## config.mk

```make
export PLATFORM = sky130hd
export DESIGN_NAME = pwmts_core
export DESIGN_NICKNAME = d
export VERILOG_FILES = /design/src/pwmts_pkg.sv /design/src/pwmts_core.sv
export SDC_FILE = /design/constraint.sdc
export NUM_CORES = 1
export LEC_CHECK = 0
export ABC_AREA = 1
export BUFFER_PORTS_ARGS = -buffer_cell sky130_fd_sc_hd__buf_2
export CAP_MARGIN = 20
export CORE_MARGIN = 2
export CORE_UTILIZATION = 47
export DETAILED_ROUTE_END_ITERATION = 10
export PLACE_DENSITY = 0.7
export SETUP_SLACK_MARGIN = 0.5
export SLEW_MARGIN = 20
export SYNTH_ARGS = -nofsm -noshare
export SYNTH_HDL_FRONTEND = slang
export SYNTH_SLANG_ARGS = --single-unit
```

## constraint.sdc

```tcl
create_clock -name SYS_CLK -period 3.55 [get_ports SYS_CLK]
set_input_delay 0.355 -clock SYS_CLK [delete_from_list [all_inputs] [get_ports SYS_CLK]]
set_output_delay 0.355 -clock SYS_CLK [all_outputs]
set_load 0.05 [all_outputs]
```

## src/pwmts_pkg.sv

```systemverilog
// constants, field layouts and carrier types for the timer-select pwm block
// assumes a classic wishbone master with 8-bit data and one system clock
`default_nettype none

package pwmts_pkg;

    // -----------------------------------------------------------------
    // register indices (byte address is four times the index)
    // -----------------------------------------------------------------
    localparam int          IDX_W         = 10;
    localparam logic [9:0]  IDX_CCP_TSEL  = 10'h21e;
    localparam logic [9:0]  IDX_PWM_TSEL  = 10'h21f;
    localparam logic [9:0]  IDX_DUTY_LO0  = 10'h38c;
    localparam logic [9:0]  IDX_DUTY_HI0  = 10'h38d;
    localparam logic [9:0]  IDX_CTRL0     = 10'h38e;
    localparam logic [9:0]  IDX_STRIDE    = 10'h004;

    // -----------------------------------------------------------------
    // reset values and masks
    // -----------------------------------------------------------------
    localparam logic [7:0]  CCP_TSEL_RST  = 8'h55;
    localparam logic [7:0]  PWM_TSEL_RST  = 8'h14;
    localparam logic [7:0]  PWM_TSEL_MASK = 8'h3c;
    localparam logic [7:0]  BYTE_ZERO     = 8'h00;
    localparam logic [1:0]  BITS2_ZERO    = 2'h0;

    // -----------------------------------------------------------------
    // field positions
    // -----------------------------------------------------------------
    localparam int          PWM_SEL_LSB   = 2;
    localparam int          DCL_LSB       = 6;
    localparam int          CTRL_EN_BIT   = 7;
    localparam int          CTRL_OUT_BIT  = 5;
    localparam int          CTRL_POL_BIT  = 4;

    // -----------------------------------------------------------------
    // timer select codes
    // -----------------------------------------------------------------
    localparam logic [1:0]  SEL_NONE      = 2'h0;
    localparam logic [1:0]  SEL_FIRST     = 2'h1;
    localparam logic [1:0]  SEL_SECOND    = 2'h2;
    localparam logic [1:0]  SEL_THIRD     = 2'h3;
    localparam int          NUM_TIMERS    = 3;
    localparam int          NUM_CCP       = 4;
    localparam logic [1:0]  PHASE_LAST    = 2'h3;

    // one 8-bit time base timer as seen by the modulators
    typedef struct packed {
        logic [7:0] count;
        logic [7:0] period;
        logic       tick;
        logic [1:0] phase;
    } pwmts_timer_t;

endpackage : pwmts_pkg

`default_nettype wire

```

## src/pwmts_core.sv

```systemverilog
// timer-select registers and two 10-bit pulse-width modulators
// assumes three 8-bit timers clocked at sys clock / 4, wishbone classic
// master, and a sleep level from the power controller
`default_nettype none

module pwmts_core
    import pwmts_pkg::*;
#(
    parameter int NPWM = 2
) (
    // clock and reset
    input  wire logic                      SYS_CLK,
    input  wire logic                      ARST_N,
    // wishbone classic slave
    input  wire logic                      WB_CYC_I,
    input  wire logic                      WB_STB_I,
    input  wire logic                      WB_WE_I,
    input  wire logic [11:0]               WB_ADR_I,
    input  wire logic [0:0]                WB_SEL_I,
    input  wire logic [7:0]                WB_DAT_I,
    output var  logic [7:0]                WB_DAT_O,
    output var  logic                      WB_ACK_O,
    // timers 2, 4 and 6 in that order
    input  wire pwmts_timer_t [NUM_TIMERS-1:0] TIMERS,
    // power state
    input  wire logic                      SLEEP,
    // modulator outputs
    output var  logic [NPWM-1:0]           PWM_OUT,
    // capture/compare timer routing
    output var  logic [7:0]                CCP_TIMER_CHOICE,
    output var  logic [NUM_CCP-1:0]        CCP_TIMER_VALID
);

    // -----------------------------------------------------------------
    // elaboration checks
    // -----------------------------------------------------------------
    // the select register holds two modulator fields only
    if (NPWM < 1 || NPWM > 2) begin : g_bad_npwm
        $error("NPWM must be 1 or 2");
    end

    // -----------------------------------------------------------------
    // bus decode
    // -----------------------------------------------------------------
    logic              ack_q;
    logic              ack_d;
    logic [7:0]        rdata_q;
    logic [7:0]        rdata_d;
    wire logic         bus_req;
    wire logic         bus_wr;
    wire logic [9:0]   bus_idx;
    wire logic         bus_aligned;
    wire logic         hit_ccp_tsel;
    wire logic         hit_pwm_tsel;

    assign bus_req      = WB_CYC_I & WB_STB_I & ~ack_q;
    assign bus_aligned  = (WB_ADR_I[1:0] == BITS2_ZERO);
    assign bus_idx      = WB_ADR_I[11:2];
    assign bus_wr       = bus_req & WB_WE_I & WB_SEL_I[0] & bus_aligned;
    assign hit_ccp_tsel = bus_aligned & (bus_idx == IDX_CCP_TSEL);
    assign hit_pwm_tsel = bus_aligned & (bus_idx == IDX_PWM_TSEL);

    // -----------------------------------------------------------------
    // timer select registers
    // -----------------------------------------------------------------
    logic [7:0]          ccp_timer_select_0_q;
    logic [7:0]          pwm_timer_select_1_q;
    logic [NUM_CCP-1:0]  ccp_valid_q;
    logic [NUM_CCP-1:0]  ccp_valid_d;

    always_ff @(posedge SYS_CLK or negedge ARST_N) begin
        if (!ARST_N) begin
            ccp_timer_select_0_q <= CCP_TSEL_RST;
            pwm_timer_select_1_q <= PWM_TSEL_RST;
        end else begin
            if (bus_wr && hit_ccp_tsel) begin
                ccp_timer_select_0_q <= WB_DAT_I;
            end
            if (bus_wr && hit_pwm_tsel) begin
                pwm_timer_select_1_q <= WB_DAT_I & PWM_TSEL_MASK;
            end
        end
    end

    // pair choice goes to the capture/compare units; reserved code flagged
    genvar c;
    for (c = 0; c < NUM_CCP; c++) begin : g_ccp
        assign ccp_valid_d[c] =
            (ccp_timer_select_0_q[2*c +: 2] != SEL_NONE);
    end

    always_ff @(posedge SYS_CLK or negedge ARST_N) begin
        if (!ARST_N) begin
            ccp_valid_q <= '0;
        end else begin
            ccp_valid_q <= ccp_valid_d;
        end
    end

    // -----------------------------------------------------------------
    // modulators
    // -----------------------------------------------------------------
    logic [NPWM-1:0]   out_q;
    logic [NPWM-1:0]   out_d;
    logic [7:0]        mod_rdata [NPWM];
    logic [NPWM-1:0]   mod_hit;

    genvar m;
    for (m = 0; m < NPWM; m++) begin : g_pwm
        localparam logic [9:0] IDX_OFF = 10'(IDX_STRIDE * m);
        localparam logic [9:0] I_LO    = IDX_DUTY_LO0 + IDX_OFF;
        localparam logic [9:0] I_HI    = IDX_DUTY_HI0 + IDX_OFF;
        localparam logic [9:0] I_CTRL  = IDX_CTRL0 + IDX_OFF;

        // software-visible registers
        logic [1:0]    duty_low_bits_q;
        logic [7:0]    duty_high_byte_q;
        logic          enable_q;
        logic          invert_output_q;
        // buffered duty and raw waveform
        logic [9:0]    duty_buf_q;
        logic [9:0]    duty_buf_d;
        logic          raw_q;
        logic          raw_d;

        wire logic     hit_lo;
        wire logic     hit_hi;
        wire logic     hit_ctrl;
        wire logic [1:0]   modulator_timer_choice;
        wire pwmts_timer_t sel_tmr;
        wire logic     tmr_valid;
        wire logic [9:0]   time_base;
        wire logic [9:0]   duty_value;
        wire logic [10:0]  period_span;
        wire logic     period_event;
        wire logic     never_clear;
        wire logic     duty_match;

        assign hit_lo   = bus_aligned & (bus_idx == I_LO);
        assign hit_hi   = bus_aligned & (bus_idx == I_HI);
        assign hit_ctrl = bus_aligned & (bus_idx == I_CTRL);
        assign mod_hit[m] = hit_lo | hit_hi | hit_ctrl;

        // timer routing for this modulator
        assign modulator_timer_choice =
            pwm_timer_select_1_q[PWM_SEL_LSB + 2*m +: 2];
        assign tmr_valid = (modulator_timer_choice != SEL_NONE);
        // reserved code routes no timer, so the modulator simply stops
        assign sel_tmr =
            (modulator_timer_choice == SEL_FIRST)  ? TIMERS[0] :
            (modulator_timer_choice == SEL_SECOND) ? TIMERS[1] :
            (modulator_timer_choice == SEL_THIRD)  ? TIMERS[2] :
                                                     '0;

        // count extended by the two fast phase bits
        assign time_base = {sel_tmr.count, sel_tmr.phase};
        assign duty_value = {duty_high_byte_q,
                             duty_low_bits_q};

        // tick is the pre-postscaler increment, one per (prescale*4) clocks
        assign period_event = tmr_valid & sel_tmr.tick &
            (sel_tmr.count == sel_tmr.period);

        // 4*(period+1): a buffered duty at or past this cannot be reached
        assign period_span = {1'b0, sel_tmr.period, PHASE_LAST} +
                             11'h001;
        assign never_clear = ({1'b0, duty_buf_q} >=
                              period_span);
        assign duty_match  = tmr_valid & (time_base == duty_buf_q) &
                             ~never_clear;

        // waveform next state; sleep freezes everything
        always_comb begin
            duty_buf_d = duty_buf_q;
            raw_d      = raw_q;
            if (!SLEEP) begin
                if (period_event) begin
                    duty_buf_d = duty_value;
                    raw_d      = (duty_value != '0);
                end else if (duty_match) begin
                    raw_d = 1'b0;
                end
            end
        end

        // pin level: disabled shows inactive level after polarity
        always_comb begin
            out_d[m] = out_q[m];
            if (!SLEEP) begin
                out_d[m] = (enable_q & raw_d) ^
                           invert_output_q;
            end
        end

        always_ff @(posedge SYS_CLK or negedge ARST_N) begin
            if (!ARST_N) begin
                duty_low_bits_q  <= BITS2_ZERO;
                duty_high_byte_q <= BYTE_ZERO;
                enable_q         <= 1'b0;
                invert_output_q  <= 1'b0;
            end else begin
                // duty writes land in the shadow copy at any time; control writes take effect at once
                if (bus_wr && hit_lo) begin
                    duty_low_bits_q <= WB_DAT_I[DCL_LSB +: 2];
                end
                if (bus_wr && hit_hi) begin
                    duty_high_byte_q <= WB_DAT_I;
                end
                if (bus_wr && hit_ctrl) begin
                    enable_q        <= WB_DAT_I[CTRL_EN_BIT];
                    invert_output_q <= WB_DAT_I[CTRL_POL_BIT];
                end
            end
        end

        always_ff @(posedge SYS_CLK or negedge ARST_N) begin
            if (!ARST_N) begin
                duty_buf_q <= '0;
                raw_q      <= 1'b0;
            end else begin
                duty_buf_q <= duty_buf_d;
                raw_q      <= raw_d;
            end
        end

        // read-back mux for this modulator
        always_comb begin
            mod_rdata[m] = BYTE_ZERO;
            if (hit_lo) begin
                mod_rdata[m][DCL_LSB +: 2] = duty_low_bits_q;
            end else if (hit_hi) begin
                mod_rdata[m] = duty_high_byte_q;
            end else if (hit_ctrl) begin
                mod_rdata[m][CTRL_EN_BIT]  = enable_q;
                mod_rdata[m][CTRL_OUT_BIT] = out_q[m];
                mod_rdata[m][CTRL_POL_BIT] = invert_output_q;
            end
        end
    end

    always_ff @(posedge SYS_CLK or negedge ARST_N) begin
        if (!ARST_N) begin
            out_q <= '0;
        end else begin
            out_q <= out_d;
        end
    end

    // -----------------------------------------------------------------
    // read data and acknowledge
    // -----------------------------------------------------------------
    // unmapped or misaligned addresses still ack and read zero
    always_comb begin
        rdata_d = BYTE_ZERO;
        if (hit_ccp_tsel) begin
            rdata_d = ccp_timer_select_0_q;
        end else if (hit_pwm_tsel) begin
            rdata_d = pwm_timer_select_1_q;
        end else begin
            for (int k = 0; k < NPWM; k++) begin
                if (mod_hit[k]) begin
                    rdata_d = mod_rdata[k];
                end
            end
        end
    end

    assign ack_d = bus_req;

    always_ff @(posedge SYS_CLK or negedge ARST_N) begin
        if (!ARST_N) begin
            ack_q   <= 1'b0;
            rdata_q <= BYTE_ZERO;
        end else begin
            ack_q   <= ack_d;
            rdata_q <= bus_req ? rdata_d : BYTE_ZERO;
        end
    end

    // -----------------------------------------------------------------
    // outputs
    // -----------------------------------------------------------------
    assign WB_ACK_O         = ack_q;
    assign WB_DAT_O         = rdata_q;
    assign PWM_OUT          = out_q;
    assign CCP_TIMER_CHOICE = ccp_timer_select_0_q;
    assign CCP_TIMER_VALID  = ccp_valid_q;

endmodule : pwmts_core

`default_nettype wire

```

# After elaboration in Yosys (flattened, before gate mapping)

Index checks and enable logic that the tools add are counted.

Register bits: 73
Input port bits: 84
Output and inout bits: 23
Logic and storage cells: 125

$add $sub $neg: 2
Order comparisons: 2
Equality and inequality tests: 18
Multiplexer cells: 33
Bitwise gates (word level): 33
Reductions and logical operators: 19

Operators with widths:

| cell                                                                  | number |
|---|---|
| 19-bit 2-to-1 mux                                                     | 6 |
| 10-bit equality test, second input constant                           | 8 |
| 8-bit 2-to-1 mux                                                      | 5 |
| 1-bit AND                                                             | 23 |
| 10-bit by 1-bit adder with 11-bit output, second input constant       | 2 |
| 10-bit by 11-bit >= comparator with 1-bit output                      | 2 |
| 10-bit equality test                                                  | 2 |
| 10-bit nonzero test                                                   | 2 |
| 8-bit equality test                                                   | 2 |
| 1-bit 2-to-1 mux                                                      | 12 |
| 2-bit 2-to-1 mux                                                      | 6 |
| 6-bit 2-to-1 mux                                                      | 2 |
| 2-bit nonzero test                                                    | 6 |
| 2-bit equality test, second input constant                            | 4 |
| 1-bit logical AND                                                     | 8 |
| 4-bit 2-to-1 mux                                                      | 2 |
| 2-bit by 1-bit equality test with 1-bit output, second input constant | 2 |
| 1-bit inverter                                                        | 4 |
| 1-bit OR                                                              | 4 |
| 2-bit AND reduction                                                   | 2 |
| 2-bit zero test                                                       | 1 |
| 1-bit XOR                                                             | 2 |

# Depth between registers and ports, before layout

Gate-level depths: netlist of the first run.

Word-level depth: 13
Gate-level depth with buffers: 26
Mapped depth without buffers: 26

# Least setup slack after synthesis of the first run

Ideal clock, no wire load.

Path kind: flip-flop to flip-flop
From: register pwm_timer_select_1_q[2]
To: register out_q[0], in the netlist PWM_OUT[0]
Setup time: 0.118 ns
Arrival: 2.657 ns
Required time: 3.432 ns
Slack: 0.775 ns
Cell stages (with the launch flop): 25
Buffers on the path: 0
Period minus slack after synthesis: 2.775 ns
Path through: dfstp_2 -> nand2_1 -> inv_1 -> nand2_1 -> nand2_1 -> nor2_1 -> inv_1 -> ha_1 -> nand4_1 -> nor2_1 -> nand3_1 -> xnor2_1 -> ha_1 -> a21oi_1 -> inv_1 -> nor2_1 -> nand2_1 -> nand3_1 -> nand3_1 -> nand2_1 -> nand2_1 -> nand3_1 -> nand2_1 -> nand3_1 -> nand2_1

Word-level cells in the longest chain between the ends: 13
Elaborated cells between the ends (all ways): 21
Those cells by class: add/sub: 1; order compare: 1; eq/ne: 5; mux: 6; bitwise: 7; reduce/logical: 1

RTL lines:

| element                                          | RTL line          | source |
|---|---|---|
| start, declared                                  | pwmts_core.sv:67  | `logic [7:0] pwm_timer_select_1_q;` |
| start signal, assigned                           | pwmts_core.sv:80  | `pwm_timer_select_1_q <= WB_DAT_I & PWM_TSEL_MASK;` |
| 2-bit equality test                              | pwmts_core.sv:152 | `(modulator_timer_choice == SEL_THIRD) ? TIMERS[2] :` |
| 19-bit 2-to-1 mux                                | pwmts_core.sv:152 |  |
| 19-bit 2-to-1 mux                                | pwmts_core.sv:151 | `(modulator_timer_choice == SEL_SECOND) ? TIMERS[1] :` |
| 19-bit 2-to-1 mux                                | pwmts_core.sv:150 | `(modulator_timer_choice == SEL_FIRST) ? TIMERS[0] :` |
| 10-bit by 1-bit adder with 11-bit output         | pwmts_core.sv:165 | `assign period_span = {1'b0, sel_tmr.period, PHASE_LAST} +` |
| 10-bit by 11-bit >= comparator with 1-bit output | pwmts_core.sv:167 | `assign never_clear = ({1'b0, duty_buf_q} >=` |
| 1-bit inverter                                   | pwmts_core.sv:170 | `~never_clear;` |
| 1-bit AND                                        | pwmts_core.sv:169 | `assign duty_match = tmr_valid & (time_base == duty_buf_q) &` |
| 1-bit 2-to-1 mux                                 | pwmts_core.sv:180 | `end else if (duty_match) begin` |
| 1-bit 2-to-1 mux *                               | pwmts_core.sv:177 | `if (period_event) begin` |
| 1-bit 2-to-1 mux *                               | pwmts_core.sv:176 | `if (!SLEEP) begin` |
| 1-bit AND *                                      | pwmts_core.sv:190 | `out_d[m] = (enable_q & raw_d) ^` |
| 1-bit XOR *                                      | pwmts_core.sv:190 |  |
| end signal, assigned                             | pwmts_core.sv:245 | `out_q <= out_d;` |
| end, declared                                    | pwmts_core.sv:103 | `logic [NPWM-1:0] out_q;` |

Mark *: on every way between the ends. The rest lies on a longest branch, timed or not.
A chain may end at the register's enable or synchronous reset.

# Final worst setup path of the first run

From: register pwm_timer_select_1_q[4]
To: register out_q[1], in the netlist PWM_OUT[1]

The elaborated chain is that of the path after synthesis.

==> reports/metrics.cfg, run 1 <==
[routing]
ant_nets=0
vias=5923
routedWlPerCell_um=16.5
drtIter0Drc=346
wirelength_um=18400
drc=0
drt-pass1-iter-count=7
avgViaCountPerCell=5.33

[global_route]
gr-total-overflow=0
grt_max_degree=57
grt_pass1_wl_um=28200
antenna_found_initial=0
track_usage=0.292
grt_pass1_vias=5458

[power_and_ir_drop]
pwr-share-seq=0.436
ir_drop_mv=0.360
p_total_mw=1.91
internal_power_mw=1.48
switching_share=0.226
p_comb_frac=0.068
leakage_nw=3.53
p_sw_mw=0.434
clkPwrFrac=0.496
p_per_area_nw_per_um2=284

[place]
io_buffers=106
hpwl_um=14300
gp_congestion=0.973

[sta]
hold_violations=0
rsz0062_at_grt=yes
tightest_slew_ns=0.697
fin_crit_sh=0.829
fmax_mhz=340
relSlewSlack=0.535
min_period_ns=2.94
setup_viol=0
tns_ns=0
finClkSkew_ns=0.00686
drv_slew=0

[layout]
synthToLayoutAreaGrowth_pct=25.1
drive_above_1_share=0.219
diodes=0
final_nets=1065

[setup_path]
crit_arrival_ns=3.17
r2r-start=pwm_timer_select_1_q[4]$_DFFE_PN1P_
path_buf_inv=3
crit_chain=clkinvlp_4, buf_4, nand2_1, nand3b_1, nor2_1, inv_1, nor2_2, nand3_1, xor2_1, ha_1, a21oi_1, nand2_1, nand2_1, nand3_2, nand2_2, nand2_2, nand3_2, nand2_1, nand3_1, nand2_1
cp_max_fo=7
reg2reg_depth=20
critical_path_class=reg2reg
path_delay_family=simple AND/OR/NAND/NOR gates
startpoint_type=flip-flop
cp_slowest_cell=dfstp_2
cp.required_ns=3.78
cp-end-kind=flip-flop
regToRegSetupSlack_ns=0.61
cpMostUsedCell=nand2_1
timing.rr.end=PWM_OUT[1]$_DFFE_PN0N_
cpPeakStageDelay_ns=0.60

[floorplanning]
dieArea_um2=12300
boundaryPins=107
core_um2=11300
initial_utilization=0.476
die_y_um=111
num_rows=39
dieWidth_um=111

[synthesis]
synth_commonest_cells=266 x nand2_1, 121 x inv_1, 76 x nand3_1, 69 x nor2_1, 67 x dfrtp_1
synthTopCellsByArea=dfrtp_1 31%, nand2_1 19%, inv_1 8.4%
synth_top_area_share=0.311
avgSynthCellArea_um2=6.49
syn_nets=932
synthArstFlopShare=1.00
synth.distinct_cells=35
synth_edf_count=0
synth-main-ff-cell=dfrtp_1
syn_inst=830
yosysMostFrequentCell=nand2_1
yosysWarningCount=0
syn_area_um2=5390
synth_seq_cells=73
yosysSeqAreaShare=0.340
yosys.area.top_type=dfrtp_1

[clocking]
cts.sinks=73
clkLatencyLatePin_ns=0.33
ctsHtreeMaxLevel=3
clkTransAtPathRegs_ns=0.06
cts_tree=built
cts_max_path_buffers=2
cts-root-buf=clkbuf_16
cts_made_buffers=9

[min_path]
whs_endpoint=PWM_OUT[1]$_DFFE_PN0N_
whs_path_depth=3
min_from=SLEEP
min_path_type=in2reg

[job]
maxCapViolCount=0

[outcome]
status=complete, no violations

metrics by stage:
stage | utilization | hold slack, ns | std cells | setup WS (ns) | cell area [um2]
4_1_cts | 0.573 | 0.316 | 1096 | 0.470 | 6490
3_3_place_gp | 0.540 | 0.302 | 1075 | 0.443 | 6110
5_1_grt | 0.595 | 0.323 | 1111 | 0.368 | 6740
6_report | 0.595 | 0.328 | 1111 | 0.608 | 6740
3_5_place_dp | 0.540 | 0.297 | 1075 | 0.341 | 6110
2_1_floorplan | - | 0.0594 | 830 | 0.775 | 5390
kinds of logic after synthesis:
kind of cell / synth area share
fa+ha+maj: 0.0418
xor+xnor: 0.0293
flops: 0.340
mux: 0.00418
simple gates: 0.367
compound gates: 0.112
buf+inv: 0.105
cells in the final DEF (no fill, tap or decap), types with 3 or more instances in the layout:
| master | count |
|---|---|
| a21oi_2 | 3 |
| a21oi_1 | 20 |
| o211ai_1 | 6 |
| dfstp_2 | 6 |
| o21ai_0 | 48 |
| buf_2 | 106 |
| clkbuf_8 | 3 |
| o21ai_1 | 20 |
| xnor2_1 | 4 |
| o2111ai_1 | 3 |
| nand4_1 | 25 |
| nand3_2 | 4 |
| xor2_1 | 13 |
| ha_1 | 15 |
| nand3b_1 | 5 |
| clkbuf_16 | 9 |
| nor2_1 | 63 |
| or2_2 | 5 |
| inv_1 | 116 |
| buf_4 | 30 |
| nand2_2 | 7 |
| inv_2 | 8 |
| dfrtp_1 | 65 |
| nor3_1 | 4 |
| nand3_1 | 72 |
| nor2_2 | 9 |
| nand2_1 | 259 |
flip-flops by register name, indices dropped and copies added, names as in the netlist, 2 cells and up:
name                    cells
g_pwm.invert_output_q       2
g_pwm.duty_high_byte_q     16
g_pwm.duty_low_bits_q       4
CCP_TIMER_CHOICE            8
WB_DAT_O                    8
pwm_timer_select_1_q        4
PWM_OUT                     2
CCP_TIMER_VALID             4
g_pwm.raw_q                 2
g_pwm.enable_q              2
g_pwm.duty_buf_q           20
repair_timing:
action                     4_1_cts  5_1_grt
hold buffers                     1        0
pin swaps                        0       23
buffers inserted                 4       15
gates resized for setup          6       40
hold endpoints to repair        16        0
setup endpoints to repair        4        4
metal layers:
metal | vias up | GRT usage | wire length, um
li1 | 2937 | - | -
met4 | 0 | 0.118 | 698
met2 | 243 | 0.496 | 8620
met5 | - | 0 | 0
met3 | 46 | 0.0421 | 1190
met1 | 2697 | 0.375 | 7840
how the worst max path moves through the flow:
stage          cells past startpoint                                start                     end
6_report                          20  pwm_timer_select_1_q[4]$_DFFE_PN1P_  PWM_OUT[1]$_DFFE_PN0N_
5_1_grt                           24  pwm_timer_select_1_q[2]$_DFFE_PN1P_  PWM_OUT[0]$_DFFE_PN0N_
4_1_cts                           24  pwm_timer_select_1_q[3]$_DFFE_PN0P_  PWM_OUT[0]$_DFFE_PN0N_
3_5_place_dp                      23  pwm_timer_select_1_q[2]$_DFFE_PN1P_  PWM_OUT[0]$_DFFE_PN0N_
3_3_place_gp                      23  pwm_timer_select_1_q[2]$_DFFE_PN1P_  PWM_OUT[0]$_DFFE_PN0N_
2_1_floorplan                     24  pwm_timer_select_1_q[2]$_DFFE_PN1P_  PWM_OUT[0]$_DFFE_PN0N_
worst min-delay path: stages:
cell and delay (ns):
buf_2 0.15, nand2_1 0.07, nand2_1 0.05
area by class of cell:
type | count | area, um2
Clock inverter | 3 | 46.3
Clock buffer | 13 | 270
Sequential cell | 73 | 1840
Tap cell | 143 | 179
Inverter | 128 | 489
Fill cell | 1159 | 4580
Timing Repair Buffer | 139 | 797
Multi-Input combinational cell | 612 | 3120
power by group through the flow:
| stage | registers (mW) | clock network (mW) | logic (mW) |
|---|---|---|---|
| floorplan | 0.852 | 0 | 0.0240 |
| global placement | 0.849 | 0 | 0.129 |
| detailed placement | 0.849 | 0 | 0.126 |
| CTS | 0.835 | 0.948 | 0.127 |
| global route | 0.834 | 0.992 | 0.138 |
| finish | 0.835 | 0.951 | 0.129 |
Power figures use the tool's default switching activity.
==> run 2, diff against run 1 <==
- PLACE_DENSITY: 0.7 -> 0.73
- clock period: 3.55 -> 2.7 ns (I/O delays scaled with it)
==> reports/metrics.cfg, run 2 (synthesis results as in run 1) <==
[place]
dp_slack_ns=-0.192  ; -0.533 ns
gp_congestion=1.08  ; +11%
hpwl_um=14300  ; -0.13%
io_buffers=106  ; unchanged
dpl-instance-area_um2=6470  ; +5.9%

[min_path]
min_from=WB_STB_I
whs_path_depth=3  ; unchanged
min_path_type=in2reg
whs_endpoint=WB_ACK_O$_DFF_PN0_

[routing]
routedWlPerCell_um=16.0  ; -3.4%
drc=0  ; unchanged
avgViaCountPerCell=5.35  ; +0.36%
wirelength_um=18400  ; +0.27%
drtIter0Drc=519  ; +50%
ant_nets=0  ; unchanged
drt-pass1-iter-count=8  ; +1
vias=6169  ; +4.2%
route.met2.wl_um=8520  ; -1.2%
highest_layer=met4
wl_met1_um=7600  ; -3.0%
wl_met3_um=1540  ; +29%

[setup_path]
cp-end-kind=flip-flop
reg2reg_depth=20  ; unchanged
regToRegSetupSlack_ns=-0.19  ; -0.80 ns
critical_path_class=reg2reg
timing.rr.end=PWM_OUT[0]$_DFFE_PN0N_
startpoint_type=flip-flop
crit_arrival_ns=3.12  ; -0.05 ns
r2r-start=pwm_timer_select_1_q[2]$_DFFE_PN1P_
cp_max_fo=6  ; -1
cp.required_ns=2.93  ; -0.85 ns

[floorplanning]
dieWidth_um=111  ; unchanged
num_rows=39  ; unchanged
boundaryPins=107  ; unchanged
initial_utilization=0.476  ; unchanged
core_um2=11300  ; unchanged
die_y_um=111  ; unchanged
dieArea_um2=12300  ; unchanged

[layout]
layout_common_cells=239 x nand2_1, 116 x inv_1, 107 x buf_2, 65 x dfrtp_1, 65 x nand3_1
final_area_um2=7310  ; +8.4%
multi_input_comb_area_um2=3320  ; +6.3%
largest_reg_flops=20  ; unchanged
synthToLayoutAreaGrowth_pct=35.6
drive_above_1_share=0.292  ; +0.0731
diodes=0  ; unchanged
n_fill_cell=1084  ; -6.5%
final_nets=1107  ; +3.9%
largest_register=g_pwm.duty_buf_q
seq_area_um2=1840  ; unchanged
reg_top3=g_pwm.duty_buf_q (20), g_pwm.duty_high_byte_q (16)
final_common_cell=nand2_1

[sta]
relSlewSlack=0.636  ; +0.101
min_period_ns=2.89  ; -0.0476 ns
rsz0062_at_grt=yes
finClkSkew_ns=0.00542  ; -0.00144 ns
fmax_mhz=346  ; +1.6%
tightest_slew_ns=0.546  ; -0.151 ns
layout_setup_ws_ns=-0.194  ; -0.802 ns
setup_viol=4  ; +4
tns_ns=-0.436  ; -0.436 ns
drv_slew=0  ; unchanged
fin_crit_sh=1.07  ; +0.243
hold_violations=0  ; unchanged

[power_and_ir_drop]
switching_share=0.220  ; -0.00605
pwr-share-seq=0.424  ; -0.012
ir_drop_mv=0.480  ; +34%
p_comb_frac=0.067  ; about the same
leakage_nw=3.82  ; +8.2%
internal_power_mw=2.02  ; +36%
clkPwrFrac=0.508  ; +0.012
p_per_area_nw_per_um2=354  ; +25%
p_sw_mw=0.570  ; +31%

[global_route]
track_usage=0.300  ; +0.00812
gr-total-overflow=0  ; unchanged
grt_max_degree=51  ; -11%
antenna_found_initial=0  ; unchanged
grt_pass1_wl_um=29000  ; +3.1%
grt_pass1_vias=5783  ; +6.0%

[clocking]
cts_tree=built
ctsHtreeMaxLevel=3  ; unchanged
clkTransAtPathRegs_ns=0.06  ; about the same
cts_max_path_buffers=2  ; unchanged
clkLatencyLatePin_ns=0.34  ; about the same
cts_made_buffers=9  ; unchanged
cts-root-buf=clkbuf_16
cts.sinks=73  ; unchanged

[outcome]
status=complete, but fails checks
violations=negative setup slack

[job]
maxCapViolCount=0  ; unchanged

==> run 2: cell types whose count changed in the layout (fill, tap and decap cells not counted), sizes merged <==
| cell | previous run | this run |
|---|---|---|
| clkinv | 1 | 2 |
| bufinv | 1 | 2 |
| buf | 138 | 180 |
| inv | 127 | 128 |
| clkbuf | 13 | 12 |
| clkinvlp | 2 | 0 |
==> run 2: through the flow <==
stage	hold slack [ns]	power, mW	cells	utilization
final	0.235	2.59	1153	0.646
after global placement	0.288	1.28	1112	0.572
after CTS	0.226	2.59	1146	0.625
after detailed placement	0.287	1.28	1112	0.572
after global routing	0.258	2.66	1153	0.646
after floorplan	-0.0256	1.15	830	-
==> run 2: how the worst max path moves through the flow <==
stage | to | cells after the start | from
after floorplan | PWM_OUT[1]$_DFFE_PN0N_ | 22 | pwm_timer_select_1_q[4]$_DFFE_PN1P_
after global placement | PWM_OUT[1]$_DFFE_PN0N_ | 23 | pwm_timer_select_1_q[4]$_DFFE_PN1P_
after detailed placement | PWM_OUT[1]$_DFFE_PN0N_ | 25 | pwm_timer_select_1_q[4]$_DFFE_PN1P_
after CTS | PWM_OUT[0]$_DFFE_PN0N_ | 24 | pwm_timer_select_1_q[2]$_DFFE_PN1P_
after global routing | PWM_OUT[0]$_DFFE_PN0N_ | 26 | pwm_timer_select_1_q[2]$_DFFE_PN1P_
final | PWM_OUT[0]$_DFFE_PN0N_ | 20 | pwm_timer_select_1_q[2]$_DFFE_PN1P_
==> run 2: final cells by class <==
type                       instances  area share
clock buffer                      12      0.0351
clock inverter                     4      0.0101
inverter                         128      0.0661
multi-input combinational        612       0.454
sequential                        73       0.251
tap                              143      0.0245
timing repair buffer             181       0.159
==> run 2: critical path, cell delays in order (launching register included) <==
cell     delay [ns]
dfstp_2        0.60
inv_2          0.09
a21oi_2        0.15
nand2_2        0.10
nor2_2         0.15
nand4_1        0.14
buf_4          0.16
buf_4          0.12
buf_4          0.12
buf_4          0.12
xor2_1         0.14
ha_1           0.27
nand2_1        0.04
nand2_1        0.05
nand3_1        0.06
nand3_1        0.07
nand2_1        0.06
nand2_2        0.10
nand4_1        0.08
nand3_1        0.09
nand2_1        0.06
==> run 2: what timing repair did <==
action                                  in CTS  in global routing
endpoints found under the hold margin       23                  0
gates resized for setup                     37                 48
endpoints found under the setup margin      20                 32
cloned                                       0                  0
pin swaps                                   30                 24
setup buffers                               17                  7
hold buffers                                 1                  0
==> run 2: metal layers <==
layer,global-route usage,up-vias
met1,0.390,2809
met4,0.133,0
met5,0,-
met2,0.497,284
met3,0.0454,52
li1,-,3024
==> run 2: power by group through the flow <==
| stage | clock network [mW] | logic [mW] | registers (mW) |
|---|---|---|---|
| 3_5_place_dp | 0 | 0.166 | 1.12 |
| 2_1_floorplan | 0 | 0.0318 | 1.12 |
| 6_report | 1.31 | 0.174 | 1.10 |
| 3_3_place_gp | 0 | 0.168 | 1.12 |
| 5_1_grt | 1.38 | 0.187 | 1.10 |
| 4_1_cts | 1.33 | 0.169 | 1.10 |
